$ cat src/verilog/mem_order_map.svh
// named constants for the memory ordering and cache op broadcast block
// assumes inclusion by bare name from the package and the block
`ifndef MEM_ORDER_MAP_SVH
`define MEM_ORDER_MAP_SVH

// ------------------------------------------------------------
// widths
// ------------------------------------------------------------
`define MO_ADDR_W     32
`define MO_KIND_W     4

// ------------------------------------------------------------
// reset values
// ------------------------------------------------------------
`define MO_RST_BIT    1'b0
`define MO_RST_READY  1'b1
`define MO_RST_ADDR   32'h0000_0000

`endif

$ cat src/verilog/mem_order_pkg.sv
// types shared by the memory ordering and cache op broadcast block
// assumes mem_order_map.svh is on the include path
`include "mem_order_map.svh"

package mem_order_pkg;

  // ------------------------------------------------------------
  // operation kinds on request, local cache, bus and snoop ports
  // ------------------------------------------------------------
  typedef enum logic [`MO_KIND_W-1:0] {
    k_none,
    k_ci_access,
    k_eieio,
    k_isync,
    k_sync,
    k_icbi,
    k_dcbi,
    k_dcbf,
    k_dcbz,
    k_dcbst
  } op_kind_e;

  // ------------------------------------------------------------
  // sequencer states
  // ------------------------------------------------------------
  typedef enum logic [2:0] {
    st_idle,
    st_wait_ciwt,
    st_wait_older,
    st_isync,
    st_bus
  } seq_state_e;

endpackage

$ cat src/verilog/memory_ordering_cache_op_broadcast.sv
// ordering barrier, refetch barrier and cache op broadcast sequencer
// assumes one request at a time from the load/store side, and a bus unit
// that acknowledges each broadcast with a one-cycle bus_ack
//
// Summary of operation
// - i/o barrier goes to load_store_unit, waits for earlier inhibited/write-through accesses
// - later inhibited/write-through accesses held until the i/o barrier executes
// - broadcast enable high: i/o barrier placed on external bus
// - i/o barrier bypasses l2, forwarded directly to bus unit
// - broadcast enable low: no i/o barrier transaction on the bus
// - noncacheable accesses always leave in program order
// - no store gathering across an i/o barrier in the store queue
// - refetch barrier flushes instruction queue, waits older instructions, then refetches
// - refetched instruction waits until older ones are past exception point
// - refetch barrier does not wait for pending stores
// - cache block ops act on local first and second level caches
// - zero op with coherence attribute is always broadcast
// - invalidate, flush, store ops broadcast only with broadcast enable
// - instruction invalidate op never placed on the bus
// - of snooped cache ops, only zero op draws a response
// - no other bus traffic from cache ops besides stated broadcasts
// - cache ops to direct-store segments are no-operations
// - with broadcast enable, full barrier completes after broadcast succeeds
`timescale 1ns/1ns
`include "mem_order_map.svh"

module memory_ordering_cache_op_broadcast #(
  parameter int ADDR_W = `MO_ADDR_W
) (
  // clock, reset, enable
  input  wire logic                      core_clk,
  input  wire logic                      rst_b,
  input  wire logic                      ce,
  // configuration from hw_impl_config_reg
  input  wire logic                      address_broadcast_enable,
  // operation request
  input  wire logic                      op_valid,
  input  wire mem_order_pkg::op_kind_e   op_kind,
  input  wire logic [ADDR_W-1:0]         op_addr,
  input  wire logic                      op_coh,
  input  wire logic                      op_seg_t,
  output logic                           op_ready_r,
  output logic                           op_done_r,
  output logic                           ci_issue_r,
  // core progress status
  input  wire logic                      ciwt_pending,
  input  wire logic                      older_busy,
  input  wire logic                      older_exc_window,
  // local cache operation
  output logic                           cache_op_valid_r,
  output mem_order_pkg::op_kind_e        cache_op_kind_r,
  output logic [ADDR_W-1:0]              cache_op_addr_r,
  // instruction fetch control
  output logic                           iq_flush_r,
  output logic                           refetch_r,
  // store queue control
  output logic                           sq_no_gather_r,
  // bus unit broadcast
  output logic                           bus_req_valid_r,
  output mem_order_pkg::op_kind_e        bus_req_kind_r,
  output logic [ADDR_W-1:0]              bus_req_addr_r,
  output logic                           bus_l2_bypass_r,
  input  wire logic                      bus_ack,
  // snoop from other masters
  input  wire logic                      snoop_valid,
  input  wire mem_order_pkg::op_kind_e   snoop_kind,
  input  wire logic [ADDR_W-1:0]         snoop_addr,
  output logic                           snoop_zero_r,
  output logic [ADDR_W-1:0]              snoop_zero_addr_r
);

  // ------------------------------------------------------------
  // helpers
  // ------------------------------------------------------------
  function automatic logic is_cache_op(input mem_order_pkg::op_kind_e k);
    is_cache_op = (k == mem_order_pkg::k_icbi) || (k == mem_order_pkg::k_dcbi) ||
                  (k == mem_order_pkg::k_dcbf) || (k == mem_order_pkg::k_dcbz) ||
                  (k == mem_order_pkg::k_dcbst);
  endfunction

  // whether a local cache op goes out on the bus
  function automatic logic need_bcast(input mem_order_pkg::op_kind_e k, input logic coh, input logic en);
    case (k)
      mem_order_pkg::k_dcbz:  need_bcast = coh;
      mem_order_pkg::k_dcbi,
      mem_order_pkg::k_dcbf,
      mem_order_pkg::k_dcbst: need_bcast = en;
      default:                need_bcast = 1'b0;
    endcase
  endfunction

  // ------------------------------------------------------------
  // state
  // ------------------------------------------------------------
  mem_order_pkg::seq_state_e state_r, state_nxt;
  mem_order_pkg::op_kind_e   cur_kind_r, cur_kind_nxt;
  logic [ADDR_W-1:0]         cur_addr_r, cur_addr_nxt;
  logic                      bcast_en_s_r, bcast_en_s_nxt;
  logic                      op_ready_nxt, op_done_nxt, ci_issue_nxt;
  logic                      cache_op_valid_nxt, iq_flush_nxt, refetch_nxt;
  mem_order_pkg::op_kind_e   cache_op_kind_nxt, bus_req_kind_nxt;
  logic [ADDR_W-1:0]         cache_op_addr_nxt, bus_req_addr_nxt, snoop_zero_addr_nxt;
  logic                      sq_no_gather_nxt, bus_req_valid_nxt, bus_l2_bypass_nxt;
  logic                      snoop_zero_nxt;
  logic                      take;

  // requests only enter in idle, one at a time, so accesses keep program order
  assign take = op_valid && op_ready_r;

  // ------------------------------------------------------------
  // next state
  // ------------------------------------------------------------
  always_comb begin
    state_nxt           = state_r;
    cur_kind_nxt        = cur_kind_r;
    cur_addr_nxt        = cur_addr_r;
    bcast_en_s_nxt      = bcast_en_s_r;
    op_done_nxt         = `MO_RST_BIT;
    ci_issue_nxt        = `MO_RST_BIT;
    cache_op_valid_nxt  = `MO_RST_BIT;
    cache_op_kind_nxt   = cache_op_kind_r;
    cache_op_addr_nxt   = cache_op_addr_r;
    iq_flush_nxt        = `MO_RST_BIT;
    refetch_nxt         = `MO_RST_BIT;
    sq_no_gather_nxt    = sq_no_gather_r;
    bus_req_valid_nxt   = bus_req_valid_r;
    bus_req_kind_nxt    = bus_req_kind_r;
    bus_req_addr_nxt    = bus_req_addr_r;
    bus_l2_bypass_nxt   = bus_l2_bypass_r;
    snoop_zero_nxt      = `MO_RST_BIT;
    snoop_zero_addr_nxt = snoop_zero_addr_r;
    case (state_r)
      mem_order_pkg::st_idle: begin
        if (take) begin
          cur_kind_nxt = op_kind;
          cur_addr_nxt = op_addr;
          bcast_en_s_nxt = address_broadcast_enable;
          case (op_kind)
            mem_order_pkg::k_ci_access: begin
              // only reachable in idle, so never passes a pending barrier
              ci_issue_nxt = 1'b1;
              op_done_nxt  = 1'b1;
            end
            mem_order_pkg::k_eieio: begin
              sq_no_gather_nxt = 1'b1;
              state_nxt        = mem_order_pkg::st_wait_ciwt;
            end
            mem_order_pkg::k_sync: begin
              sq_no_gather_nxt = 1'b1;
              state_nxt        = mem_order_pkg::st_wait_older;
            end
            mem_order_pkg::k_isync: begin
              iq_flush_nxt = 1'b1;
              state_nxt    = mem_order_pkg::st_isync;
            end
            default: begin
              if (is_cache_op(op_kind) && !op_seg_t) begin
                cache_op_valid_nxt = 1'b1;
                cache_op_kind_nxt  = op_kind;
                cache_op_addr_nxt  = op_addr;
                if (need_bcast(op_kind, op_coh, address_broadcast_enable)) begin
                  bus_req_valid_nxt = 1'b1;
                  bus_req_kind_nxt  = op_kind;
                  bus_req_addr_nxt  = op_addr;
                  bus_l2_bypass_nxt = 1'b0;
                  state_nxt         = mem_order_pkg::st_bus;
                end else begin
                  op_done_nxt = 1'b1;
                end
              end else begin
                // direct-store segment or unknown kind: nothing happens
                op_done_nxt = 1'b1;
              end
            end
          endcase
        end
      end
      mem_order_pkg::st_wait_ciwt: begin
        if (!ciwt_pending) begin
          if (bcast_en_s_r) begin
            bus_req_valid_nxt = 1'b1;
            bus_req_kind_nxt  = cur_kind_r;
            bus_req_addr_nxt  = cur_addr_r;
            bus_l2_bypass_nxt = 1'b1;
            state_nxt         = mem_order_pkg::st_bus;
          end else begin
            sq_no_gather_nxt = 1'b0;
            op_done_nxt      = 1'b1;
            state_nxt        = mem_order_pkg::st_idle;
          end
        end
      end
      mem_order_pkg::st_wait_older: begin
        if (!older_busy && !ciwt_pending) begin
          if (bcast_en_s_r) begin
            bus_req_valid_nxt = 1'b1;
            bus_req_kind_nxt  = cur_kind_r;
            bus_req_addr_nxt  = cur_addr_r;
            bus_l2_bypass_nxt = 1'b0;
            state_nxt         = mem_order_pkg::st_bus;
          end else begin
            sq_no_gather_nxt = 1'b0;
            op_done_nxt      = 1'b1;
            state_nxt        = mem_order_pkg::st_idle;
          end
        end
      end
      mem_order_pkg::st_isync: begin
        // store queue state is deliberately not looked at here
        if (!older_busy && !older_exc_window) begin
          refetch_nxt = 1'b1;
          op_done_nxt = 1'b1;
          state_nxt   = mem_order_pkg::st_idle;
        end
      end
      mem_order_pkg::st_bus: begin
        if (bus_ack) begin
          bus_req_valid_nxt = 1'b0;
          bus_l2_bypass_nxt = 1'b0;
          sq_no_gather_nxt  = 1'b0;
          op_done_nxt       = 1'b1;
          state_nxt         = mem_order_pkg::st_idle;
        end
      end
      default: begin
        state_nxt = mem_order_pkg::st_idle;
      end
    endcase
    // snoop response: only the zero op, broadcast enable plays no part
    if (snoop_valid && snoop_kind == mem_order_pkg::k_dcbz) begin
      snoop_zero_nxt      = 1'b1;
      snoop_zero_addr_nxt = snoop_addr;
    end
    op_ready_nxt = (state_nxt == mem_order_pkg::st_idle);
  end

  // ------------------------------------------------------------
  // registers
  // ------------------------------------------------------------
  always_ff @(posedge core_clk or negedge rst_b) begin
    if (!rst_b) begin
      state_r           <= mem_order_pkg::st_idle;
      cur_kind_r        <= mem_order_pkg::k_none;
      cur_addr_r        <= `MO_RST_ADDR;
      bcast_en_s_r      <= `MO_RST_BIT;
      op_ready_r        <= `MO_RST_READY;
      op_done_r         <= `MO_RST_BIT;
      ci_issue_r        <= `MO_RST_BIT;
      cache_op_valid_r  <= `MO_RST_BIT;
      cache_op_kind_r   <= mem_order_pkg::k_none;
      cache_op_addr_r   <= `MO_RST_ADDR;
      iq_flush_r        <= `MO_RST_BIT;
      refetch_r         <= `MO_RST_BIT;
      sq_no_gather_r    <= `MO_RST_BIT;
      bus_req_valid_r   <= `MO_RST_BIT;
      bus_req_kind_r    <= mem_order_pkg::k_none;
      bus_req_addr_r    <= `MO_RST_ADDR;
      bus_l2_bypass_r   <= `MO_RST_BIT;
      snoop_zero_r      <= `MO_RST_BIT;
      snoop_zero_addr_r <= `MO_RST_ADDR;
    end else if (ce) begin
      state_r           <= state_nxt;
      cur_kind_r        <= cur_kind_nxt;
      cur_addr_r        <= cur_addr_nxt;
      bcast_en_s_r      <= bcast_en_s_nxt;
      op_ready_r        <= op_ready_nxt;
      op_done_r         <= op_done_nxt;
      ci_issue_r        <= ci_issue_nxt;
      cache_op_valid_r  <= cache_op_valid_nxt;
      cache_op_kind_r   <= cache_op_kind_nxt;
      cache_op_addr_r   <= cache_op_addr_nxt;
      iq_flush_r        <= iq_flush_nxt;
      refetch_r         <= refetch_nxt;
      sq_no_gather_r    <= sq_no_gather_nxt;
      bus_req_valid_r   <= bus_req_valid_nxt;
      bus_req_kind_r    <= bus_req_kind_nxt;
      bus_req_addr_r    <= bus_req_addr_nxt;
      bus_l2_bypass_r   <= bus_l2_bypass_nxt;
      snoop_zero_r      <= snoop_zero_nxt;
      snoop_zero_addr_r <= snoop_zero_addr_nxt;
    end
  end

  // ------------------------------------------------------------
  // checks
  // ------------------------------------------------------------
  eieio_waits_a: assert property (@(posedge core_clk) disable iff (!rst_b)
    ce && state_r == mem_order_pkg::st_wait_ciwt && ciwt_pending |=> state_r == mem_order_pkg::st_wait_ciwt)
    else $error("barrier left wait while accesses pending");
  ci_held_a: assert property (@(posedge core_clk) disable iff (!rst_b)
    ci_issue_r |-> !sq_no_gather_r && state_r == mem_order_pkg::st_idle)
    else $error("access issued during barrier");
  eieio_bcast_a: assert property (@(posedge core_clk) disable iff (!rst_b)
    ce && state_r == mem_order_pkg::st_wait_ciwt && !ciwt_pending && bcast_en_s_r |=> bus_req_valid_r)
    else $error("barrier not broadcast");
  eieio_bypass_a: assert property (@(posedge core_clk) disable iff (!rst_b)
    bus_req_valid_r && bus_req_kind_r == mem_order_pkg::k_eieio |-> bus_l2_bypass_r)
    else $error("barrier not routed around l2");
  eieio_quiet_a: assert property (@(posedge core_clk) disable iff (!rst_b)
    ce && state_r == mem_order_pkg::st_wait_ciwt && !bcast_en_s_r |=> !bus_req_valid_r)
    else $error("barrier broadcast while disabled");
  no_gather_a: assert property (@(posedge core_clk) disable iff (!rst_b)
    state_r != mem_order_pkg::st_idle && cur_kind_r == mem_order_pkg::k_eieio |-> sq_no_gather_r)
    else $error("gathering allowed across barrier");
  isync_refetch_a: assert property (@(posedge core_clk) disable iff (!rst_b)
    $rose(refetch_r) |-> $past(!older_busy && !older_exc_window) && op_done_r)
    else $error("refetch before older instructions settled");
  isync_flush_a: assert property (@(posedge core_clk) disable iff (!rst_b)
    ce && take && op_kind == mem_order_pkg::k_isync |=> iq_flush_r && !refetch_r)
    else $error("queue not flushed on refetch barrier");
  zero_bcast_a: assert property (@(posedge core_clk) disable iff (!rst_b)
    ce && take && op_kind == mem_order_pkg::k_dcbz && op_coh && !op_seg_t |=> bus_req_valid_r)
    else $error("coherent zero op not broadcast");
  gated_bcast_a: assert property (@(posedge core_clk) disable iff (!rst_b)
    ce && take && !address_broadcast_enable && (op_kind == mem_order_pkg::k_dcbf ||
    op_kind == mem_order_pkg::k_dcbi || op_kind == mem_order_pkg::k_dcbst) |=> !bus_req_valid_r)
    else $error("cache op broadcast while disabled");
  no_icbi_a: assert property (@(posedge core_clk) disable iff (!rst_b)
    bus_req_valid_r |-> bus_req_kind_r != mem_order_pkg::k_icbi)
    else $error("instruction invalidate on bus");
  snoop_only_a: assert property (@(posedge core_clk) disable iff (!rst_b)
    ce && snoop_valid |=> snoop_zero_r == ($past(snoop_kind) == mem_order_pkg::k_dcbz))
    else $error("wrong snoop response");
  tseg_nop_a: assert property (@(posedge core_clk) disable iff (!rst_b)
    ce && take && op_seg_t && is_cache_op(op_kind) |=> op_done_r && !cache_op_valid_r && !bus_req_valid_r)
    else $error("direct-store cache op not ignored");
  sync_done_a: assert property (@(posedge core_clk) disable iff (!rst_b)
    $rose(op_done_r) && cur_kind_r == mem_order_pkg::k_sync && bcast_en_s_r |-> $past(bus_ack))
    else $error("full barrier done before broadcast");
  in_order_a: assert property (@(posedge core_clk) disable iff (!rst_b)
    ce && !op_ready_r |=> !ci_issue_r)
    else $error("access released while busy");
  isync_no_store_a: assert property (@(posedge core_clk) disable iff (!rst_b)
    ce && state_r == mem_order_pkg::st_isync && !older_busy && !older_exc_window |=> refetch_r)
    else $error("refetch barrier stalled");
  cache_local_a: assert property (@(posedge core_clk) disable iff (!rst_b)
    ce && take && is_cache_op(op_kind) && !op_seg_t |=> cache_op_valid_r && cache_op_kind_r == $past(op_kind))
    else $error("cache op not applied locally");
  bcast_sample_a: assert property (@(posedge core_clk) disable iff (!rst_b)
    ce && take |=> bcast_en_s_r == $past(address_broadcast_enable))
    else $error("broadcast enable not sampled at take");

endmodule

$ cat config.mk
export PLATFORM = sky130hd
export DESIGN_NAME = memory_ordering_cache_op_broadcast
export DESIGN_NICKNAME = d
export VERILOG_FILES = /design/src/verilog/mem_order_pkg.sv /design/src/verilog/memory_ordering_cache_op_broadcast.sv
export VERILOG_INCLUDE_DIRS = /design/src /design/src/verilog
export SDC_FILE = /design/constraint.sdc
export NUM_CORES = 1
export LEC_CHECK = 0
export BUFFER_PORTS_ARGS = -buffer_cell sky130_fd_sc_hd__buf_2
export CELL_PAD_IN_SITES_DETAIL_PLACEMENT = 0
export CELL_PAD_IN_SITES_GLOBAL_PLACEMENT = 1
export CORE_ASPECT_RATIO = 1.75
export CORE_MARGIN = 1.5
export CORE_UTILIZATION = 40
export DETAILED_ROUTE_END_ITERATION = 10
export GPL_ROUTABILITY_DRIVEN = 0
export MAX_ROUTING_LAYER = met4
export PLACE_DENSITY_LB_ADDON = 0.1
export SLEW_MARGIN = 0
export SYNTH_ARGS = -nofsm -noshare
export SYNTH_HDL_FRONTEND = slang
export SYNTH_SLANG_ARGS = --single-unit
$ cat constraint.sdc
create_clock -name core_clk -period 2.5 [get_ports core_clk]
set_input_delay 0.375 -clock core_clk [delete_from_list [all_inputs] [get_ports core_clk]]
set_output_delay 0.375 -clock core_clk [all_outputs]
set_load 0.05 [all_outputs]
==> impl_metrics.tcl, run 1 <==
set metrics [dict create \
    ys_warn_count 0 \
    fp.dieH_um 174 \
    avgViaCountPerCell 4.96 \
    h-tree-depth 4 \
    die_w_um 101 \
    power.switching_mw 4.05 \
    cts_hold_buf 1 \
    critical-path-top-delay-family "simple AND/OR/NAND/NOR gates" \
    syn_nets 533 \
    syn_area_sq_um 6720 \
    drtIter0Drc 94 \
    p_per_area_nw_per_um2 1180 \
    drc 0 \
    num_io_pins 198 \
    p_seq_share_pct 36.1 \
    holdCritStartpoint "snoop_addr[27]" \
    maxCapViolCount 0 \
    wl_per_cell_um 17.2 \
    path_cells "or3b_2, nor3_1, o21ai_0, a21oi_4, buf_4, mux2_2" \
    cts_tree "yes" \
    dieArea_sq_um 17600 \
    place_area_sq_um 8000 \
    num_rows 62 \
    finalInstanceArea_sq_um 8610 \
    cp-start-kind "flip-flop" \
    num_vias 4441 \
    slew-limit-headroom_pct 57.8 \
    ys_seq_area_share_pct 57.4 \
    antennaDiodeCount 0 \
    synth_cell_types 45 \
    peakVddDrop_mv 0.539 \
    min_period_ns 2.24 \
    p_comb_share_pct 38.2 \
    r2r_start "bcast_en_s_r$_DFFE_PN0P_" \
    design.core.area_sq_um 16400 \
    synth_top_cell_by_area "dfrtp_1" \
    layout-drive-gt1-share_pct 64.5 \
    initial_utilization_pct 40.9 \
    worst_pin_slew_ns 0.633 \
    async_flop_share_pct 100 \
    syn_to_final_growth_pct 28.1 \
    path_max_fanout 14 \
    p_sw_share_pct 39.8 \
    period_share_pct 89.5 \
    path_buf_inv 1 \
    rsz0062_at_grt "no" \
    setup_tns_ns 0 \
    required_ns 2.80 \
    cp_slowest_stage_delay_ns 0.48 \
    final_nets 742 \
    grt_max_degree 67 \
    path_clk_slew_ns 0.07 \
    postCtsSetupRepairBufs 0 \
    grt-ovfl-total 0 \
    leakagePower_nw 4.30 \
    grt_util_all_layers_pct 19.0 \
    max_freq_mhz 447 \
    antenna_left 0 \
    finalSetupViolations 0 \
    final_cell_mix "buf_2, dfrtp_1, mux2_2" \
    clock_latency_ns 0.41 \
    end_kind "flip-flop" \
    slew_violations 0 \
    hpwl_um 11000 \
    grt_pass1_wl_um 25100 \
    synth_area_leaders "dfrtp_1, mux2_2, mux2_4" \
    hp-class "input pin to flip-flop" \
    finalHoldViolCount 0 \
    first_pass_iters 5 \
    antenna_found_initial 0 \
    path_class "flip-flop to flip-flop" \
    numCtsBuffers 17 \
    layout_commonest_cell "buf_2" \
    clk_path_buf_depth 2 \
    cts_resized 0 \
    critPathLaunch "bcast_en_s_r$_DFFE_PN0P_" \
    crit_arrival_ns 2.53 \
    finClkSkew_ns 0.00865 \
    synthCells 449 \
    cts_sinks 154 \
    synth-edff-count 0 \
    routed_wl_um 15400 \
    ys_ff_latch 154 \
    synth_top_cell_area_share_pct 57.0 \
    grt_pass1_vias 4837 \
    post_synth.cell_area_avg_sq_um 15.0 \
    cp_slowest_cell "or3b_2" \
    clockPowerShare_pct 25.7 \
    ys.flop_type "dfrtp_1" \
    power.internal_mw 6.13 \
    cts_root_buffer "clkbuf_16" \
    port_buffers 197 \
    status "finished, final reports clean" \
]
-- worst paths after layout --
check                                                    end  slack, ns  cells after the start
setup / recovery               bus_req_addr_r[0]$_DFFE_PN0P_       0.26                      6
hold / removal             snoop_zero_addr_r[27]$_DFFE_PN0P_       0.19                      2
setup reg to reg               bus_req_addr_r[0]$_DFFE_PN0P_       0.26                      6
hold reg to reg                 cache_op_valid_r$_DFFE_PN0P_       0.48                      1
max in group asynchronous  snoop_zero_addr_r[14]$_DFFE_PN0P_       1.21                      3
min in group asynchronous        bus_l2_bypass_r$_DFFE_PN0P_       0.51                      2
-- power groups by stage --
stage / clock (mW) / sequential, mW / combinational, mW
after floorplan: 0 / 5.41 / 1.21
after global placement: 0 / 3.69 / 3.86
after detailed placement: 0 / 3.72 / 3.92
after CTS: 2.70 / 3.68 / 3.93
after global routing: 2.80 / 3.78 / 4.08
final: 2.62 / 3.67 / 3.88
-- registers in the layout, summed over array words and instances (netlist names) --
signal             cells
snoop_zero_r           1
sq_no_gather_r         1
op_ready_r             1
op_done_r              1
iq_flush_r             1
bus_req_kind_r         4
snoop_zero_addr_r     32
cache_op_addr_r       32
cache_op_valid_r       1
cache_op_kind_r        4
bcast_en_s_r           1
ci_issue_r             1
bus_req_valid_r        1
refetch_r              1
bus_l2_bypass_r        1
bus_req_addr_r        32
cur_kind_r             4
cur_addr_r            32
state_r                3
-- synthesized netlist by cell type, types with 2 or more instances --
cell type,count
inv_1,5
a31oi_1,2
mux2_2,148
buf_6,4
buf_1,2
nor4_1,5
a22oi_1,2
buf_4,2
buf_12,3
nor2_1,12
clkbuf_1,8
nand3_1,3
o21ai_0,7
nor3_1,5
o22ai_1,2
xnor2_1,2
mux2_4,30
nand2_1,7
a211o_1,3
dfrtp_1,153
buf_2,7
a21oi_1,7
o211ai_1,2
nor2b_1,5
a32o_1,3
-- metrics by stage --
| step | power (mW) | instances | util, % | hold WS, ns | setup WS (ns) |
|---|---|---|---|---|---|
| after global routing | 10.7 | 895 | 52.4 | 0.162 | 0.154 |
| after floorplan | 6.62 | 449 | - | 0.0794 | 0.328 |
| after detailed placement | 7.64 | 862 | 48.7 | 0.410 | 0.206 |
| after CTS | 10.3 | 895 | 52.4 | 0.168 | 0.262 |
| after global placement | 7.55 | 862 | 48.7 | 0.399 | 0.223 |
| final | 10.2 | 895 | 52.4 | 0.187 | 0.264 |
-- layer usage --
layer  GRT usage (%)  share of wire, %  wire [um]  vias to the layer above
li1                -                 -          -                     2035
met1            21.2                40       6140                     2249
met2            33.8                55       8440                      146
met3            4.14               4.1        640                       11
met4            5.21               1.3        207                        0
met5               -                 0          0                        -
-- cell type report --
class                      instances  area, sq um
clock inverter                    13          156
fill                            1501         7830
inverter                           5         18.8
multi-input combinational        264         2670
clock buffer                      19          443
sequential                       154         3850
timing repair buffer             216         1190
tap                              224          280
-- cell families after synthesis --
kind of cell	share of synthesized area (%)
AO/OA/AOI/OAI	3.74
XOR/XNOR	0.261
buffers and inverters	3.15
flip-flops	57.4
multiplexers	31.6
AND/OR/NAND/NOR	3.85
Note: power is estimated with default switching activity, not from simulation.
==> run 2, diff against run 1 <==
--- a/config.mk
+++ b/config.mk
@@ -10,13 +10,13 @@
 export CELL_PAD_IN_SITES_DETAIL_PLACEMENT = 0
 export CELL_PAD_IN_SITES_GLOBAL_PLACEMENT = 1
 export CORE_ASPECT_RATIO = 1.75
-export CORE_MARGIN = 1.5
+export CORE_MARGIN = 4
 export CORE_UTILIZATION = 40
 export DETAILED_ROUTE_END_ITERATION = 10
 export GPL_ROUTABILITY_DRIVEN = 0
 export MAX_ROUTING_LAYER = met4
 export PLACE_DENSITY_LB_ADDON = 0.1
-export SLEW_MARGIN = 0
+export SLEW_MARGIN = 20
 export SYNTH_ARGS = -nofsm -noshare
 export SYNTH_HDL_FRONTEND = slang
 export SYNTH_SLANG_ARGS = --single-unit
==> run 2 against run 1 <==
Against the previous run:
- wire length up 2.1%
- largest power group unchanged
- sequential share of layout area rose by 0.11 points
- power shrank 1.4%
- highest routed layer unchanged
- final cell count decreased by 0.22%
- core utilization decreased by 0.13 points
- clock skew about the same
- sequential power about the same
- clock power down 6%
==> impl_metrics.tcl, run 2 (synthesized netlist as in run 1, its figures left out) <==
set metrics [dict create \
    max_freq_mhz 457 \
    crit_arrival_ns 2.49 \
    met1_usage_pct 19.6 \
    port_buffers 197 \
    grtUsageMet3_pct 4.02 \
    hold_ws_ns 0.184 \
    path_clk_slew_ns 0.07 \
    drc 0 \
    status "finished, final reports clean" \
    clk_path_buf_depth 2 \
    finClkSkew_ns 0.00887 \
    grt_pass1_vias 4889 \
    layout-drive-gt1-share_pct 64.4 \
    routed_wl_um 15800 \
    end_kind "flip-flop" \
    grt-ovfl-total 0 \
    die_w_um 106 \
    finalSetupViolations 0 \
    clockPowerShare_pct 24.6 \
    num_rows 62 \
    final_nets 740 \
    layout_commonest_cell "buf_2" \
    p_seq_share_pct 36.6 \
    grt-busiest-layer "met2" \
    slew-limit-headroom_pct 55.9 \
    hp-class "input pin to flip-flop" \
    grt_pass1_wl_um 25800 \
    slew_violations 0 \
    drtIter0Drc 117 \
    cts_tree "yes" \
    power.switching_mw 4.09 \
    power.internal_mw 5.95 \
    maxCapViolCount 0 \
    cts_root_buffer "clkbuf_16" \
    period_share_pct 87.6 \
    syn_to_final_growth_pct 27.8 \
    first_pass_iters 4 \
    p_comb_share_pct 38.7 \
    num_vias 4436 \
    p_per_area_nw_per_um2 1170 \
    design.core.area_sq_um 16400 \
    path_class "flip-flop to flip-flop" \
    n_fill_cell 1521 \
    fp.dieH_um 179 \
    numCtsBuffers 17 \
    clock_latency_ns 0.42 \
    min_period_ns 2.19 \
    initial_utilization_pct 40.9 \
    cts_sinks 154 \
    p_sw_share_pct 40.7 \
    path_max_fanout 22 \
    wl_per_cell_um 17.6 \
    dieArea_sq_um 19000 \
    final_cell_mix "buf_2, dfrtp_1, mux2_2" \
    antenna_left 0 \
    finalHoldViolCount 0 \
    grt_util_all_layers_pct 17.5 \
    required_ns 2.80 \
    rsz0062_at_grt "no" \
    avgViaCountPerCell 4.97 \
    num_io_pins 198 \
    grt.met2_usage_pct 30.8 \
    leakagePower_nw 4.29 \
    worst_pin_slew_ns 0.661 \
    grt_max_degree 67 \
    hpwl_um 11600 \
    setup_tns_ns 0 \
    antennaDiodeCount 0 \
    cp-start-kind "flip-flop" \
    antenna_found_initial 0 \
    peakVddDrop_mv 0.476 \
    h-tree-depth 4 \
]
run 2: cell types whose count changed in the layout (fill, tap and decap cells not counted), sizes merged:
cell,change
clkinv,+1
inv,+2
clkinvlp,-1
buf,-2
bufinv,-2
run 2: area by class of cell:
type	instances	area [sq um]	share of cell area (%)
sequential	154	3850	44.9
clock inverter	13	125	1.46
timing repair buffer	214	1200	13.9
tap	224	280	3.26
clock buffer	19	443	5.16
multi-input combinational	264	2670	31.1
inverter	5	18.8	0.218
run 2: power groups by stage:
stage          Sequential (mW)  Combinational, mW  Clock, mW
3_5_place_dp              3.72               3.94          0
4_1_cts                   3.69               3.95       2.55
5_1_grt                   3.77               4.09       2.65
2_1_floorplan             5.41               1.21          0
6_report                  3.68               3.89       2.47
3_3_place_gp              3.69               3.88          0
run 2: path summary, 6_finish.rpt:
kind | to | startpoint | slack [ns] | cells after the start
max in group asynchronous | bus_req_addr_r[0]$_DFFE_PN0P_ | rst_b | 1.30 | 3
min in group asynchronous | op_done_r$_DFFE_PN0P_ | rst_b | 0.54 | 2
worst min-delay path | snoop_zero_addr_r[4]$_DFFE_PN0P_ | snoop_addr[4] | 0.18 | 2
worst max register to register | bus_req_kind_r[3]$_DFFE_PN0P_ | state_r[1]$_DFFE_PN0P_ | 0.31 | 5
worst max-delay path | bus_req_kind_r[3]$_DFFE_PN0P_ | state_r[1]$_DFFE_PN0P_ | 0.31 | 5
worst min register to register | cache_op_valid_r$_DFFE_PN0P_ | cache_op_valid_r$_DFFE_PN0P_ | 0.48 | 1
run 2: timing repair:
item                                   4_1_cts  5_1_grt
buffers inserted                             0        0
endpoints found under the hold margin       24        0
resized for setup                            0        0
hold buffers                                 1        0
run 2: per-layer routing:
metal / vias to the layer above / share of wire (%) / routed length [um]
met5: - / 0 / 0
met4: 0 / 1.4 / 222
met3: 16 / 5.5 / 867
met2: 150 / 54 / 8500
met1: 2238 / 39 / 6160
li1: 2032 / - / -
run 2: worst max-delay path, cell delays in order (launching register included):
cell and delay [ns]:
dfrtp_1 0.49, xnor2_1 0.21, nor2_4 0.47, buf_12 0.26, mux2_2 0.36, mux2_2 0.26
run 2: metrics by stage:
stage               cells  instance area (sq um)  total power, mW  util, %  setup WS (ns)
floorplan             449                   6720             6.62        -          0.328
global placement      860                   8010             7.57     48.7          0.244
detailed placement    860                   8010             7.67     48.7          0.186
CTS                   893                   8590             10.2     52.2          0.266
global route          893                   8590             10.5     52.2          0.191
finish                893                   8590             10.0     52.2          0.310
